File: config.mk
export PLATFORM = sky130hd
export DESIGN_NAME = pcl_word_loader
export DESIGN_NICKNAME = d
export VERILOG_FILES = /design/src/pcl_pkg.sv /design/src/pcl_port_bank.sv /design/src/pcl_word_loader.sv
export SDC_FILE = /design/constraint.sdc
export NUM_CORES = 1
export LEC_CHECK = 0
export BUFFER_PORTS_ARGS = -buffer_cell sky130_fd_sc_hd__buf_2
export CORE_MARGIN = 8
export CORE_UTILIZATION = 41
export DETAILED_ROUTE_END_ITERATION = 12
export HOLD_SLACK_MARGIN = 0.1
export SLEW_MARGIN = 30
export SYNTH_ARGS = -nofsm -noshare
export SYNTH_HDL_FRONTEND = slang
export SYNTH_SLANG_ARGS = --single-unit
File: constraint.sdc
create_clock -name REF_CLK -period 2.05 [get_ports REF_CLK]
set_clock_uncertainty 0.1 [all_clocks]
set_input_delay 0 -clock REF_CLK [delete_from_list [all_inputs] [get_ports REF_CLK]]
set_output_delay 0 -clock REF_CLK [all_outputs]
set_load 0.05 [all_outputs]
File: src/pcl_pkg.sv
// Constants shared by the port configuration word loader and its register banks
package pcl_pkg;
  ////////////////////////////////////////////////////////////////////////////////
  // Sizes
  localparam int PORT_NUM = 6; // Ports in the switch
  localparam int PORT_IDX_W = 3; // Width of a port index
  localparam int WORD_W = 16; // Width of a stored configuration word
  localparam int TADDR_W = 9; // Width of a table byte address
  localparam int CFG_OFF_W = 12; // Width of a configuration offset
  localparam int DATA_W = 32; // Width of a configuration register
  ////////////////////////////////////////////////////////////////////////////////
  // Table addresses of the words
  localparam logic [TADDR_W-1:0] TA_ACK_FIRST = 9'h0E6; // Latency word of first loaded port
  localparam logic [TADDR_W-1:0] TA_PHY_P0 = 9'h0F0; // Physical control word of port 0
  localparam logic [TADDR_W-1:0] TA_VC1_P0 = 9'h100; // VC1 word of port 0
  localparam logic [TADDR_W-1:0] TA_STRIDE = 9'h002; // Words sit two bytes apart
  localparam int ACK_FIRST_PORT = 3; // First port with a latency word
  localparam int PM_FIRST_PORT = 1; // First port with a power management bit
  localparam int VC1_PORT = 0; // Only port whose VC1 word is handled here
  ////////////////////////////////////////////////////////////////////////////////
  // Configuration offsets
  localparam logic [CFG_OFF_W-1:0] OFF_ACK_LATENCY_CONTROL = 12'h070;
  localparam logic [CFG_OFF_W-1:0] OFF_PHY_PORT_CONTROL = 12'h08C;
  localparam logic [CFG_OFF_W-1:0] OFF_VENDOR_PM_CAPABILITY = 12'h09C;
  localparam logic [CFG_OFF_W-1:0] OFF_VC1_RESOURCE_CAPABILITY = 12'h15C;
  localparam logic [CFG_OFF_W-1:0] OFF_VC1_RESOURCE_CONTROL = 12'h160;
  ////////////////////////////////////////////////////////////////////////////////
  // Field widths
  localparam int ACK_VAL_W = 14;
  localparam int PHY_BYTE_W = 8;
  localparam int VC1_SLOT_W = 7;
  localparam int TC_MAP_W = 8;
  // Field positions inside the configuration registers
  localparam int REG_ACK_VAL_LSB = 16;
  localparam int REG_ACK_EN_BIT = 30;
  localparam int REG_PHY_BYTE_LSB = 16;
  localparam int REG_DIS_BIT = 10;
  localparam int REG_RSEL_BIT = 11;
  localparam int REG_PM_BIT = 0;
  localparam int REG_VC1_SLOT_LSB = 16;
  localparam int REG_TC_MAP_LSB = 0;
  // Field positions inside the stored words
  localparam int WRD_ACK_VAL_LSB = 0;
  localparam int WRD_ACK_EN_BIT = 14;
  localparam int WRD_PHY_BYTE_LSB = 0;
  localparam int WRD_DIS_BIT = 12;
  localparam int WRD_PM_BIT = 13;
  localparam int WRD_RSEL_BIT = 14;
  localparam int WRD_VC1_SLOT_LSB = 0;
  localparam int WRD_TC_MAP_LSB = 8;
  ////////////////////////////////////////////////////////////////////////////////
  // Register defaults before any word is loaded
  localparam logic [ACK_VAL_W-1:0] RST_ACK_VAL = 14'h0000;
  localparam logic RST_ACK_EN = 1'b0;
  localparam logic [PHY_BYTE_W-1:0] RST_PHY_BYTE = 8'h00;
  localparam logic RST_DIS = 1'b0;
  localparam logic RST_RSEL = 1'b0;
  localparam logic RST_PM = 1'b0;
  localparam logic [VC1_SLOT_W-1:0] RST_VC1_SLOT = 7'h00;
  localparam logic [TC_MAP_W-1:0] RST_TC_MAP = 8'h00;
  ////////////////////////////////////////////////////////////////////////////////
  // Loader states, one-hot
  typedef enum logic [1:0]
  {
    ST_LOAD = 2'b01,
    ST_RUN = 2'b10
  } pcl_state_t;
endpackage : pcl_pkg

File: src/pcl_port_bank.sv
// Configuration fields of one switch port, filled by the loader or by config writes
`timescale 1ns/100ps
module pcl_port_bank
  import pcl_pkg::*;
(
  input wire logic clk,
  input wire logic rst,
  input wire logic ld_ack,
  input wire logic ld_phy,
  input wire logic ld_pm,
  input wire logic ld_vc1,
  input wire logic [ACK_VAL_W-1:0] w_ack_val,
  input wire logic w_ack_en,
  input wire logic [PHY_BYTE_W-1:0] w_phy_byte,
  input wire logic w_dis,
  input wire logic w_rsel,
  input wire logic w_pm,
  input wire logic [VC1_SLOT_W-1:0] w_vc1_slot,
  input wire logic [TC_MAP_W-1:0] w_tc_map,
  input wire logic wr_en,
  input wire logic [CFG_OFF_W-1:0] wr_off,
  input wire logic [DATA_W-1:0] wr_data,
  output logic [ACK_VAL_W-1:0] ack_val,
  output logic ack_en,
  output logic [PHY_BYTE_W-1:0] phy_byte,
  output logic dis,
  output logic rsel,
  output logic pm,
  output logic [VC1_SLOT_W-1:0] vc1_slot,
  output logic [TC_MAP_W-1:0] tc_map
);
  ////////////////////////////////////////////////////////////////////////////////
  // Write decode per register
  wire logic wr_ack = wr_en && (wr_off == OFF_ACK_LATENCY_CONTROL); // Latency register
  wire logic wr_phy = wr_en && (wr_off == OFF_PHY_PORT_CONTROL); // Physical control register
  wire logic wr_pm = wr_en && (wr_off == OFF_VENDOR_PM_CAPABILITY); // PM capability register
  wire logic wr_cap = wr_en && (wr_off == OFF_VC1_RESOURCE_CAPABILITY); // VC1 capability
  wire logic wr_ctl = wr_en && (wr_off == OFF_VC1_RESOURCE_CONTROL); // VC1 control

  ////////////////////////////////////////////////////////////////////////////////
  // Latency value and its enable; a loaded word beats a write in the same cycle
  always_ff @(posedge clk)
  begin
    if (rst)
    begin
      ack_val <= RST_ACK_VAL;
      ack_en <= RST_ACK_EN;
    end
    else if (ld_ack)
    begin
      ack_val <= w_ack_val;
      ack_en <= w_ack_en;
    end
    else if (wr_ack)
    begin
      ack_val <= wr_data[REG_ACK_VAL_LSB +: ACK_VAL_W];
      ack_en <= wr_data[REG_ACK_EN_BIT];
    end
  end

  ////////////////////////////////////////////////////////////////////////////////
  // Physical control byte, port disable and reset select
  always_ff @(posedge clk)
  begin
    if (rst)
    begin
      phy_byte <= RST_PHY_BYTE;
      dis <= RST_DIS;
      rsel <= RST_RSEL;
    end
    else if (ld_phy)
    begin
      phy_byte <= w_phy_byte;
      dis <= w_dis;
      rsel <= w_rsel;
    end
    else if (wr_phy)
    begin
      phy_byte <= wr_data[REG_PHY_BYTE_LSB +: PHY_BYTE_W];
      dis <= wr_data[REG_DIS_BIT];
      rsel <= wr_data[REG_RSEL_BIT];
    end
  end

  ////////////////////////////////////////////////////////////////////////////////
  // Device specific power management bit
  always_ff @(posedge clk)
  begin
    if (rst)
      pm <= RST_PM;
    else if (ld_pm)
      pm <= w_pm;
    else if (wr_pm)
      pm <= wr_data[REG_PM_BIT];
  end

  ////////////////////////////////////////////////////////////////////////////////
  // VC1 time slot count and traffic class map
  always_ff @(posedge clk)
  begin
    if (rst)
    begin
      vc1_slot <= RST_VC1_SLOT;
      tc_map <= RST_TC_MAP;
    end
    else
    begin
      if (ld_vc1)
        vc1_slot <= w_vc1_slot;
      else if (wr_cap)
        vc1_slot <= wr_data[REG_VC1_SLOT_LSB +: VC1_SLOT_W];
      if (ld_vc1)
        tc_map <= w_tc_map;
      else if (wr_ctl)
        tc_map <= wr_data[REG_TC_MAP_LSB +: TC_MAP_W];
    end
  end
endmodule : pcl_port_bank

File: src/pcl_word_loader.sv
// Top of the port configuration word loader: word decode, banks, config access
//
// What this block does
// - Word E6h bits 13:0 to port 3 latency
// - Latency word bit 14 sets user latency enable
// - Ports 4 and 5 latency from E8h, EAh
// - Words F0h-FAh bits 7:0 to control byte
// - Per-port word bit 12 gives port disable
// - Per-port word bit 14 gives reset select
// - Ports 1-5 word bit 13 gives PM bit
// - Word 100h bits 6:0 to VC1 slots
// - Word 100h bits 15:8 to TC map
`timescale 1ns/100ps
module pcl_word_loader
(
  input wire logic REF_CLK,
  input wire logic SYS_RST,
  input wire logic LD_WORD_VALID,
  input wire logic [pcl_pkg::TADDR_W-1:0] LD_WORD_ADDR,
  input wire logic [pcl_pkg::WORD_W-1:0] LD_WORD_DATA,
  input wire logic LD_DONE,
  input wire logic CFG_REQ,
  input wire logic CFG_WE,
  input wire logic [pcl_pkg::PORT_IDX_W-1:0] CFG_PORT,
  input wire logic [pcl_pkg::CFG_OFF_W-1:0] CFG_OFFSET,
  input wire logic [pcl_pkg::DATA_W-1:0] CFG_WDATA,
  output logic CFG_READY,
  output logic CFG_ACK,
  output logic [pcl_pkg::DATA_W-1:0] CFG_RDATA,
  output logic [pcl_pkg::PORT_NUM-1:0] PORT_DISABLE
);
  import pcl_pkg::*;

  ////////////////////////////////////////////////////////////////////////////////
  // Table hit for the word of a given index past a base address
  function automatic logic word_hit(input logic [TADDR_W-1:0] addr,
                                    input logic [TADDR_W-1:0] base,
                                    input int idx);
    logic [TADDR_W-1:0] target;
    target = TADDR_W'(base + TADDR_W'(idx) * TA_STRIDE);
    return addr == target;
  endfunction : word_hit

  ////////////////////////////////////////////////////////////////////////////////
  // Fields cut from the incoming word, shared by every bank
  wire logic [ACK_VAL_W-1:0] word_ack_val = LD_WORD_DATA[WRD_ACK_VAL_LSB +: ACK_VAL_W];
  wire logic word_ack_en = LD_WORD_DATA[WRD_ACK_EN_BIT];
  wire logic [PHY_BYTE_W-1:0] word_phy_byte = LD_WORD_DATA[WRD_PHY_BYTE_LSB +: PHY_BYTE_W];
  wire logic word_dis = LD_WORD_DATA[WRD_DIS_BIT];
  wire logic word_rsel = LD_WORD_DATA[WRD_RSEL_BIT];
  wire logic word_pm = LD_WORD_DATA[WRD_PM_BIT];
  wire logic [VC1_SLOT_W-1:0] word_vc1_slot = LD_WORD_DATA[WRD_VC1_SLOT_LSB +: VC1_SLOT_W];
  wire logic [TC_MAP_W-1:0] word_tc_map = LD_WORD_DATA[WRD_TC_MAP_LSB +: TC_MAP_W];

  ////////////////////////////////////////////////////////////////////////////////
  // Loader state; config access is held off from reset until the store signals done
  pcl_state_t state; // Current state
  pcl_state_t next_state; // Value for the next edge

  assign next_state = (state == ST_LOAD && LD_DONE) ? ST_RUN : state;

  always_ff @(posedge REF_CLK)
  begin
    if (SYS_RST)
      state <= ST_LOAD;
    else
      state <= next_state;
  end

  // Only the run state opens the config port
  always_comb
  begin
    case (state)
      ST_LOAD: CFG_READY = 1'b0;
      ST_RUN: CFG_READY = 1'b1;
      default: CFG_READY = 1'b0;
    endcase
  end

  ////////////////////////////////////////////////////////////////////////////////
  // Config request decode
  wire logic take = CFG_REQ && CFG_READY; // Requests in the load state after reset are dropped
  wire logic port_ok = CFG_PORT < PORT_IDX_W'(PORT_NUM); // Nonexistent ports read zero
  wire logic [PORT_IDX_W-1:0] sel = port_ok ? CFG_PORT : '0; // Safe array index

  // Per-port field arrays
  logic [ACK_VAL_W-1:0] ack_val [PORT_NUM];
  logic ack_en [PORT_NUM];
  logic [PHY_BYTE_W-1:0] phy_byte [PORT_NUM];
  logic dis [PORT_NUM];
  logic rsel [PORT_NUM];
  logic pm [PORT_NUM];
  logic [VC1_SLOT_W-1:0] vc1_slot [PORT_NUM];
  logic [TC_MAP_W-1:0] tc_map [PORT_NUM];
  logic [PORT_NUM-1:0] ld_ack; // Latency word hit per port
  logic [PORT_NUM-1:0] ld_phy; // Control word hit per port
  logic [PORT_NUM-1:0] ld_pm; // PM bit load per port
  logic [PORT_NUM-1:0] ld_vc1; // VC1 word hit per port

  ////////////////////////////////////////////////////////////////////////////////
  // One bank per port; which words reach it depends on the port number
  for (genvar p = 0; p < PORT_NUM; p++)
  begin : g_port
    if (p >= ACK_FIRST_PORT)
    begin : g_ack
      assign ld_ack[p] = LD_WORD_VALID &&
                         word_hit(LD_WORD_ADDR, TA_ACK_FIRST, p - ACK_FIRST_PORT);
    end
    else
    begin : g_no_ack
      assign ld_ack[p] = 1'b0;
    end
    assign ld_phy[p] = LD_WORD_VALID && word_hit(LD_WORD_ADDR, TA_PHY_P0, p);
    // Port 0 has no PM field in its word, so its bit keeps its default
    assign ld_pm[p] = (p >= PM_FIRST_PORT) && ld_phy[p];
    assign ld_vc1[p] = (p == VC1_PORT) && LD_WORD_VALID &&
                       word_hit(LD_WORD_ADDR, TA_VC1_P0, 0);
    assign PORT_DISABLE[p] = dis[p];

    pcl_port_bank u_bank
    (
      .clk(REF_CLK),
      .rst(SYS_RST),
      .ld_ack(ld_ack[p]),
      .ld_phy(ld_phy[p]),
      .ld_pm(ld_pm[p]),
      .ld_vc1(ld_vc1[p]),
      .w_ack_val(word_ack_val),
      .w_ack_en(word_ack_en),
      .w_phy_byte(word_phy_byte),
      .w_dis(word_dis),
      .w_rsel(word_rsel),
      .w_pm(word_pm),
      .w_vc1_slot(word_vc1_slot),
      .w_tc_map(word_tc_map),
      .wr_en(take && CFG_WE && port_ok && (CFG_PORT == PORT_IDX_W'(p))),
      .wr_off(CFG_OFFSET),
      .wr_data(CFG_WDATA),
      .ack_val(ack_val[p]),
      .ack_en(ack_en[p]),
      .phy_byte(phy_byte[p]),
      .dis(dis[p]),
      .rsel(rsel[p]),
      .pm(pm[p]),
      .vc1_slot(vc1_slot[p]),
      .tc_map(tc_map[p])
    );
  end

  ////////////////////////////////////////////////////////////////////////////////
  // Read word assembly; unlisted bits and unmapped offsets read zero
  wire logic [DATA_W-1:0] rd_ack = (DATA_W'(ack_val[sel]) << REG_ACK_VAL_LSB) |
                                   (DATA_W'(ack_en[sel]) << REG_ACK_EN_BIT);
  wire logic [DATA_W-1:0] rd_phy = (DATA_W'(phy_byte[sel]) << REG_PHY_BYTE_LSB) |
                                   (DATA_W'(dis[sel]) << REG_DIS_BIT) |
                                   (DATA_W'(rsel[sel]) << REG_RSEL_BIT);
  wire logic [DATA_W-1:0] rd_pm = DATA_W'(pm[sel]) << REG_PM_BIT;
  wire logic [DATA_W-1:0] rd_cap = DATA_W'(vc1_slot[sel]) << REG_VC1_SLOT_LSB;
  wire logic [DATA_W-1:0] rd_ctl = DATA_W'(tc_map[sel]) << REG_TC_MAP_LSB;
  wire logic [DATA_W-1:0] rd_sel =
    !port_ok ? '0 :
    (CFG_OFFSET == OFF_ACK_LATENCY_CONTROL) ? rd_ack :
    (CFG_OFFSET == OFF_PHY_PORT_CONTROL) ? rd_phy :
    (CFG_OFFSET == OFF_VENDOR_PM_CAPABILITY) ? rd_pm :
    (CFG_OFFSET == OFF_VC1_RESOURCE_CAPABILITY) ? rd_cap :
    (CFG_OFFSET == OFF_VC1_RESOURCE_CONTROL) ? rd_ctl : '0;

  ////////////////////////////////////////////////////////////////////////////////
  // Answer one cycle after a taken request; data holds until the next read answer
  always_ff @(posedge REF_CLK)
  begin
    if (SYS_RST)
      CFG_ACK <= 1'b0;
    else
      CFG_ACK <= take;
  end

  always_ff @(posedge REF_CLK)
  begin
    if (SYS_RST)
      CFG_RDATA <= '0;
    else if (take && !CFG_WE)
      CFG_RDATA <= rd_sel;
  end
endmodule : pcl_word_loader

# ---- Word level (Yosys, flattened, before mapping)
# Index checks and enable logic that the tools add are counted.
dict set report totals {
  input_bits 78
  out_inout_bits 40
  ff_bits 281
}
dict set report classes {
  bitwise 4
  n_eq_ne 22
  mux 94
  magnitude_cmp 2
  reduce_logical 69
}
# operator n
set ops {}
lappend ops {{two-way mux 8 bit} 19}
lappend ops {{two-way mux 14 bit} 8}
lappend ops {{two-way mux 32 bit} 3}
lappend ops {{== test 9 x 8 -> 1 bit, second input constant} 9}
lappend ops {{logical AND 1 bit} 51}
lappend ops {{two-way mux 1 bit} 49}
lappend ops {{binary-select mux 8 bit (select 3 bit)} 2}
lappend ops {{two-way mux 23 bit} 2}
lappend ops {{binary-select mux 14 bit (select 3 bit)} 1}
lappend ops {{nonzero test 2 bit} 16}
lappend ops {{OR 30 x 31 -> 31 bit} 1}
lappend ops {{two-way mux 7 bit} 4}
lappend ops {{== test 12 x 8 -> 1 bit, second input constant} 2}
lappend ops {{== test 12 x 9 -> 1 bit, second input constant} 2}
lappend ops {{OR 24 x 11 -> 24 bit} 1}
lappend ops {{OR 24 x 12 -> 24 bit} 1}
lappend ops {{binary-select mux 7 bit (select 3 bit)} 1}
lappend ops {{binary-select mux 1 bit (select 3 bit)} 4}
lappend ops {{== test 12 x 7 -> 1 bit, second input constant} 1}
lappend ops {{== test 9 bit, second input constant} 1}
lappend ops {{== test 3 x 2 -> 1 bit, second input constant} 2}
lappend ops {{== test 3 bit, second input constant} 2}
lappend ops {{>= comparator 4 bit, second input constant} 1}
lappend ops {{inverter 3 -> 4 bit} 1}
lappend ops {{7 further kinds} 7}

# ---- Logic depth before layout (Yosys ltp)
dict set report depth {
  depth_word 12
  depth_mapped 9
  mapped_depth_nobuf 5
}

# ---- By module
# A second synthesis with hierarchy kept.
dict set report unflattened {
  hier_cells 2075
  hier_area_um2 16831.1
}
# mod instances area_each_um2 cells_each seq_area_each_um2
set by_module_without_submodules {}
lappend by_module_without_submodules {pcl_port_bank 6 2202.1 268 820.8}
lappend by_module_without_submodules {pcl_word_loader 1 3618.5 467 560.5}

# ---- Worst setup path before layout
# OpenSTA, ideal clock, no wires.
dict set report synth_timing {
  path_type {reg-to-reg}
  start {reg state[0]}
  end {reg g_port[4].u_bank.phy_byte[7]}
  t_required_ps 1864
  slack_ps 125
  t_arrival_ps 1739
  setup_time_ps 86
  synth_period_minus_slack_ps 1925
  stages_incl_launch_ff 8
  cell_sequence {dfxtp_1 > and4b_1 > buf_2 > nor3b_1 > buf_2 > nand2_1 > mux2i_1 > a211oi_1}
}
dict set report synth_between {
  elab_chain_cells 8
}
# item line
set synth_rtl {}
lappend synth_rtl {{start: declaration} pcl_word_loader.sv:57} ;# pcl_state_t state;
lappend synth_rtl {{start signal: assignment} pcl_word_loader.sv:67} ;# state <= next_state;
lappend synth_rtl {{== test 2 bit} pcl_word_loader.sv:73} ;# case (state)
lappend synth_rtl {{two-way mux 1 bit} pcl_word_loader.sv:73}
lappend synth_rtl {{logical AND 1 bit} pcl_word_loader.sv:82} ;# wire logic take = CFG_REQ && CFG_READY;
lappend synth_rtl {{logical AND 1 bit (3 in a row)} pcl_word_loader.sv:136} ;# .wr_en(take && CFG_WE && port_ok && (CFG_PORT == PORT_IDX_W'(p))),
lappend synth_rtl {{logical AND 1 bit} pcl_port_bank.sv:35} ;# wire logic wr_phy = wr_en && (wr_off == OFF_PHY_PORT_CONTROL);
lappend synth_rtl {{nonzero test 2 bit (no source line)} --}
lappend synth_rtl {{end signal: assignment} pcl_port_bank.sv:73} ;# phy_byte <= w_phy_byte;
lappend synth_rtl {{end signal: assignment} pcl_port_bank.sv:79} ;# phy_byte <= wr_data[REG_PHY_BYTE_LSB +: PHY_BYTE_W];
lappend synth_rtl {{end: declaration} pcl_port_bank.sv:25} ;# output logic [PHY_BYTE_W-1:0] phy_byte,
# No other way between the ends.
# A chain may end at the register's enable or synchronous reset.

# ---- Worst setup path after layout
dict set report layout_timing {
  start {reg state[0]}
  end {reg g_port[0].u_bank.pm}
}
dict set report layout_between {
  elab_chain_cells 7
}
# item line
set layout_rtl {}
lappend layout_rtl {{== test 2 bit} pcl_word_loader.sv:73}
lappend layout_rtl {{two-way mux 1 bit} pcl_word_loader.sv:73}
lappend layout_rtl {{logical AND 1 bit} pcl_word_loader.sv:82}
lappend layout_rtl {{logical AND 1 bit (3 in a row)} pcl_word_loader.sv:136}
lappend layout_rtl {{logical AND 1 bit} pcl_port_bank.sv:36} ;# wire logic wr_pm = wr_en && (wr_off == OFF_VENDOR_PM_CAPABILITY);
lappend layout_rtl {{end signal: assignment} pcl_port_bank.sv:92} ;# pm <= w_pm;
lappend layout_rtl {{end signal: assignment} pcl_port_bank.sv:94} ;# pm <= wr_data[REG_PM_BIT];
lappend layout_rtl {{end: declaration} pcl_port_bank.sv:28} ;# output logic pm,
# No other way between the ends.

==> load_flow_metrics.sql <==
INSERT INTO impl_metrics (metric_group, metric, value, unit) VALUES
('setup_path', 'critical_path.endpoint_type', 'register', ''),
('synth', 'yosys.area_share.xor_xnor', '0', '%'),
('clock_tree', 'cts.reportedPaths.clkPinSlew', '60', 'ps'),
('synth', 'synth_adder_area_share', '0', '%'),
('clock_tree', 'max_root_sink_buffers', '3', ''),
('run', 'max_cap_viol_count', '0', ''),
('power', 'power_per_unit_of_standard_cell_area', '716', 'nW/um2'),
('synth', 'synth_largest_type_area_fraction', '40.5', '%'),
('synth', 'synth_simple_gate_area_share', '17.8', '%'),
('synth', 'yosys_warnings', '0', ''),
('synth', 'synth_enable_flop_cells', '0', ''),
('routing', 'finalWirelength', '49.2', 'mm'),
('routing', 'drt_first_iter_violations', '1229', ''),
('timing', 'fin_crit_sh', '99.1', '%'),
('final_layout', 'layout_commonest_cell', 'sky130_fd_sc_hd__dfxtp_1', ''),
('routing', 'routed-wl-met2', '22.5', 'mm'),
('floorplanning', 'die_height', '198', 'um'),
('timing', 'fmaxAchievable', '0.492', 'GHz'),
('clock_tree', 'cts_sinks', '274', ''),
('routing', 'maxUsedRoutingLayer', 'met4', ''),
('synth', 'synth.distinct_cells', '64', ''),
('global_routing', 'grt_pass1_wl', '74.4', 'mm'),
('floorplanning', 'die_outline_area', '39100', 'um2'),
('power', 'finalPower', '12.0', 'mW'),
('global_routing', 'grt_pass1_vias', '12534', ''),
('routing', 'route.antenna.remaining_nets', '0', ''),
('synth', 'synthFlopType', 'sky130_fd_sc_hd__dfxtp_1', ''),
('setup_path', 'worst-endpoint-arrival', '2430', 'ps'),
('global_routing', 'pin_count_of_the_biggest_net_entering_global_routing', '97', ''),
('synth', 'synth-seq-cells', '274', ''),
('clock_tree', 'cts_max_level', '1', ''),
('floorplanning', 'die_w', '198', 'um'),
('floorplanning', 'num_rows', '66', ''),
('final_layout', 'nets', '1803', ''),
('status', 'outcome', 'completed', ''),
('final_layout', 'final_util', '51.5', '%'),
('power', 'max-vdd-ir-drop', '0.000631', 'V'),
('timing', 'setup_ws', '17.8', 'ps'),
('global_routing', 'antenna_found_initial', '0', ''),
('hold_path', 'worst_hold_check_path_type', 'input port to register', ''),
('clock_tree', 'clk-insertion-delay-late', '570', 'ps'),
('timing', 'grt_setup_unrepaired', 'true', ''),
('synth', 'syn-instance-count', '1575', ''),
('synth', 'synth_top_family_by_area', 'compound AO/OA/AOI/OAI gates', ''),
('clock_tree', 'cts_tree', 'done', ''),
('synth', 'synth_largest_area_cell', 'sky130_fd_sc_hd__dfxtp_1', ''),
('setup_path', 'crit_path_start_kind', 'register', ''),
('synth', 'syn_area_per_cell', '8.60', 'um2'),
('routing', 'met3RoutedLength', '3.78', 'mm'),
('floorplanning', 'floorplan.initialDensity', '41.7', '%'),
('routing', 'm1WireLength', '20.2', 'mm'),
('floorplanning', 'core_area', '32500', 'um2'),
('final_layout', 'syn2layout_area_growth', '23.6', '%'),
('synth', 'ys_async_sr_fraction', '0', '%'),
('synth', 'synth_mux_area_share', '16.0', '%'),
('clock_tree', 'cts-buffers-inserted', '30', ''),
('timing', 'drv_slew', '0', ''),
('placed_design', 'pre_cts_slack', '-143', 'ps'),
('timing', 'period_minus_slack', '2030', 'ps'),
('synth', 'netlist_top_cells_area', 'sky130_fd_sc_hd__dfxtp_1, sky130_fd_sc_hd__mux2i_1, sky130_fd_sc_hd__nor2_1', ''),
('timing', 'tightestPinTransition', '820', 'ps'),
('setup_path', 'path_class', 'register to register', ''),
('timing', 'setup-violations-final', '0', ''),
('routing', 'routedWlPerCell', '22.5', 'um'),
('global_routing', 'grt.total_usage', '24.2', '%'),
('final_layout', 'antenna-diode-count', '0', ''),
('placed_design', 'port_buffers', '103', ''),
('placed_design', 'gp_congestion', '0.893', ''),
('global_routing', 'gr-total-overflow', '0', ''),
('placed_design', 'dpl.hpwl', '32.7', 'mm'),
('routing', 'avgViaCountPerCell', '5.81', '');
## through the flow
| step | hold WS, ps | cells | cell area [um2] |
|---|---|---|---|
| 2_1_floorplan | 13.8 | 1581 | 13600 |
| 3_3_place_gp | 145 | 2063 | 14900 |
| 3_5_place_dp | 145 | 2063 | 14900 |
| 4_1_cts | 137 | 2188 | 16700 |
| 5_1_grt | 162 | 2191 | 16700 |
| 6_report | 127 | 2191 | 16700 |
## final cells by class
| type | count | area [um2] |
|---|---|---|
| clock buffer | 39 | 856 |
| clock inverter | 17 | 196 |
| fill | 3102 | 15800 |
| inverter | 2 | 7.51 |
| multi-input combinational | 1141 | 7440 |
| sequential | 274 | 5490 |
| tap | 442 | 553 |
| timing repair buffer | 276 | 2210 |
## flip-flops by register name (all words and copies together) (netlist names)
register and flops:
CFG_ACK 1, CFG_RDATA 25, g_port.u_bank.ack_en 6, g_port.u_bank.ack_val 84, g_port.u_bank.dis 6, g_port.u_bank.phy_byte 48, g_port.u_bank.pm 6, g_port.u_bank.rsel 6
g_port.u_bank.tc_map 48, g_port.u_bank.vc1_slot 42, state 2
## worst max-delay path, stage by stage, from the launching register on
cell	delay (ps)
sky130_fd_sc_hd__dfxtp_1	320
sky130_fd_sc_hd__and4b_1	290
sky130_fd_sc_hd__buf_12	140
sky130_fd_sc_hd__nand2_2	180
sky130_fd_sc_hd__nor2_1	180
sky130_fd_sc_hd__nand2_1	70
sky130_fd_sc_hd__dlygate4sd3_1	560
sky130_fd_sc_hd__a21oi_1	120
## final timing paths
| path | start | to | slack (ps) | depth (start not counted) |
|---|---|---|---|---|
| worst max-delay path | state[0] | g_port[0].u_bank.pm | 20 | 7 |
| worst min-delay path | CFG_WE | CFG_RDATA[10] | 130 | 6 |
| worst max register to register | state[0] | g_port[0].u_bank.pm | 20 | 7 |
| worst min register to register | CFG_RDATA[23] | CFG_RDATA[23] | 340 | 2 |
## where the power goes
part / internal, mW / switching (mW) / leakage [nW] / total, mW
sequential: 5.33 / 0.00356 / 2.21 / 5.33
combinational: 0.293 / 0.591 / 3.43 / 0.884
clock: 3.44 / 2.33 / 0.518 / 5.77
total: 9.06 / 2.93 / 6.16 / 12.0
## cell usage after synthesis, types with 7 or more instances
cell type / number
sky130_fd_sc_hd__o221ai_1: 19
sky130_fd_sc_hd__a22oi_1: 32
sky130_fd_sc_hd__nor2_1: 213
sky130_fd_sc_hd__buf_4: 16
sky130_fd_sc_hd__a22o_1: 10
sky130_fd_sc_hd__a211oi_1: 57
sky130_fd_sc_hd__dfxtp_1: 274
sky130_fd_sc_hd__clkbuf_1: 98
sky130_fd_sc_hd__o21ai_0: 95
sky130_fd_sc_hd__nor2b_1: 15
sky130_fd_sc_hd__nor3_1: 9
sky130_fd_sc_hd__mux4_2: 7
sky130_fd_sc_hd__mux2i_1: 174
sky130_fd_sc_hd__nand2_1: 210
sky130_fd_sc_hd__buf_2: 32
sky130_fd_sc_hd__a311oi_1: 67
sky130_fd_sc_hd__nand2b_1: 11
sky130_fd_sc_hd__buf_1: 19
sky130_fd_sc_hd__a21oi_1: 67
sky130_fd_sc_hd__nor2_4: 7
sky130_fd_sc_hd__nand3_1: 12
sky130_fd_sc_hd__o211ai_1: 12
sky130_fd_sc_hd__mux2_2: 24
## routing by layer
| layer | up-vias | GRT usage, % |
|---|---|---|
| met2 | 533 | 39.4 |
| met1 | 6107 | 30.3 |
| met3 | 141 | 4.60 |
| li1 | 5958 | - |
| met4 | 0 | 12.5 |
| met5 | - | 0 |
## repair_timing
item | 4_1_cts | 5_1_grt
hold buffers | 67 | 0
resized for setup | 1 | 14
endpoints found under the setup margin | 3 | 37
pin swaps | 1 | 3
setup buffers | 2 | 1
endpoints found under the hold margin | 261 | 0
gates cloned | 0 | 2
## cell families (layout without fill, tap and decap cells)
kind of cell | count (synthesis) | count (layout)
muxes | 205 | 205
other | 1 | 7
AOI/OAI and AO/OA | 399 | 399
DFF | 274 | 274
and+or+nand+nor | 528 | 530
buffers and inverters | 168 | 334
No activity file was read; power rests on OpenSTA's default activity.
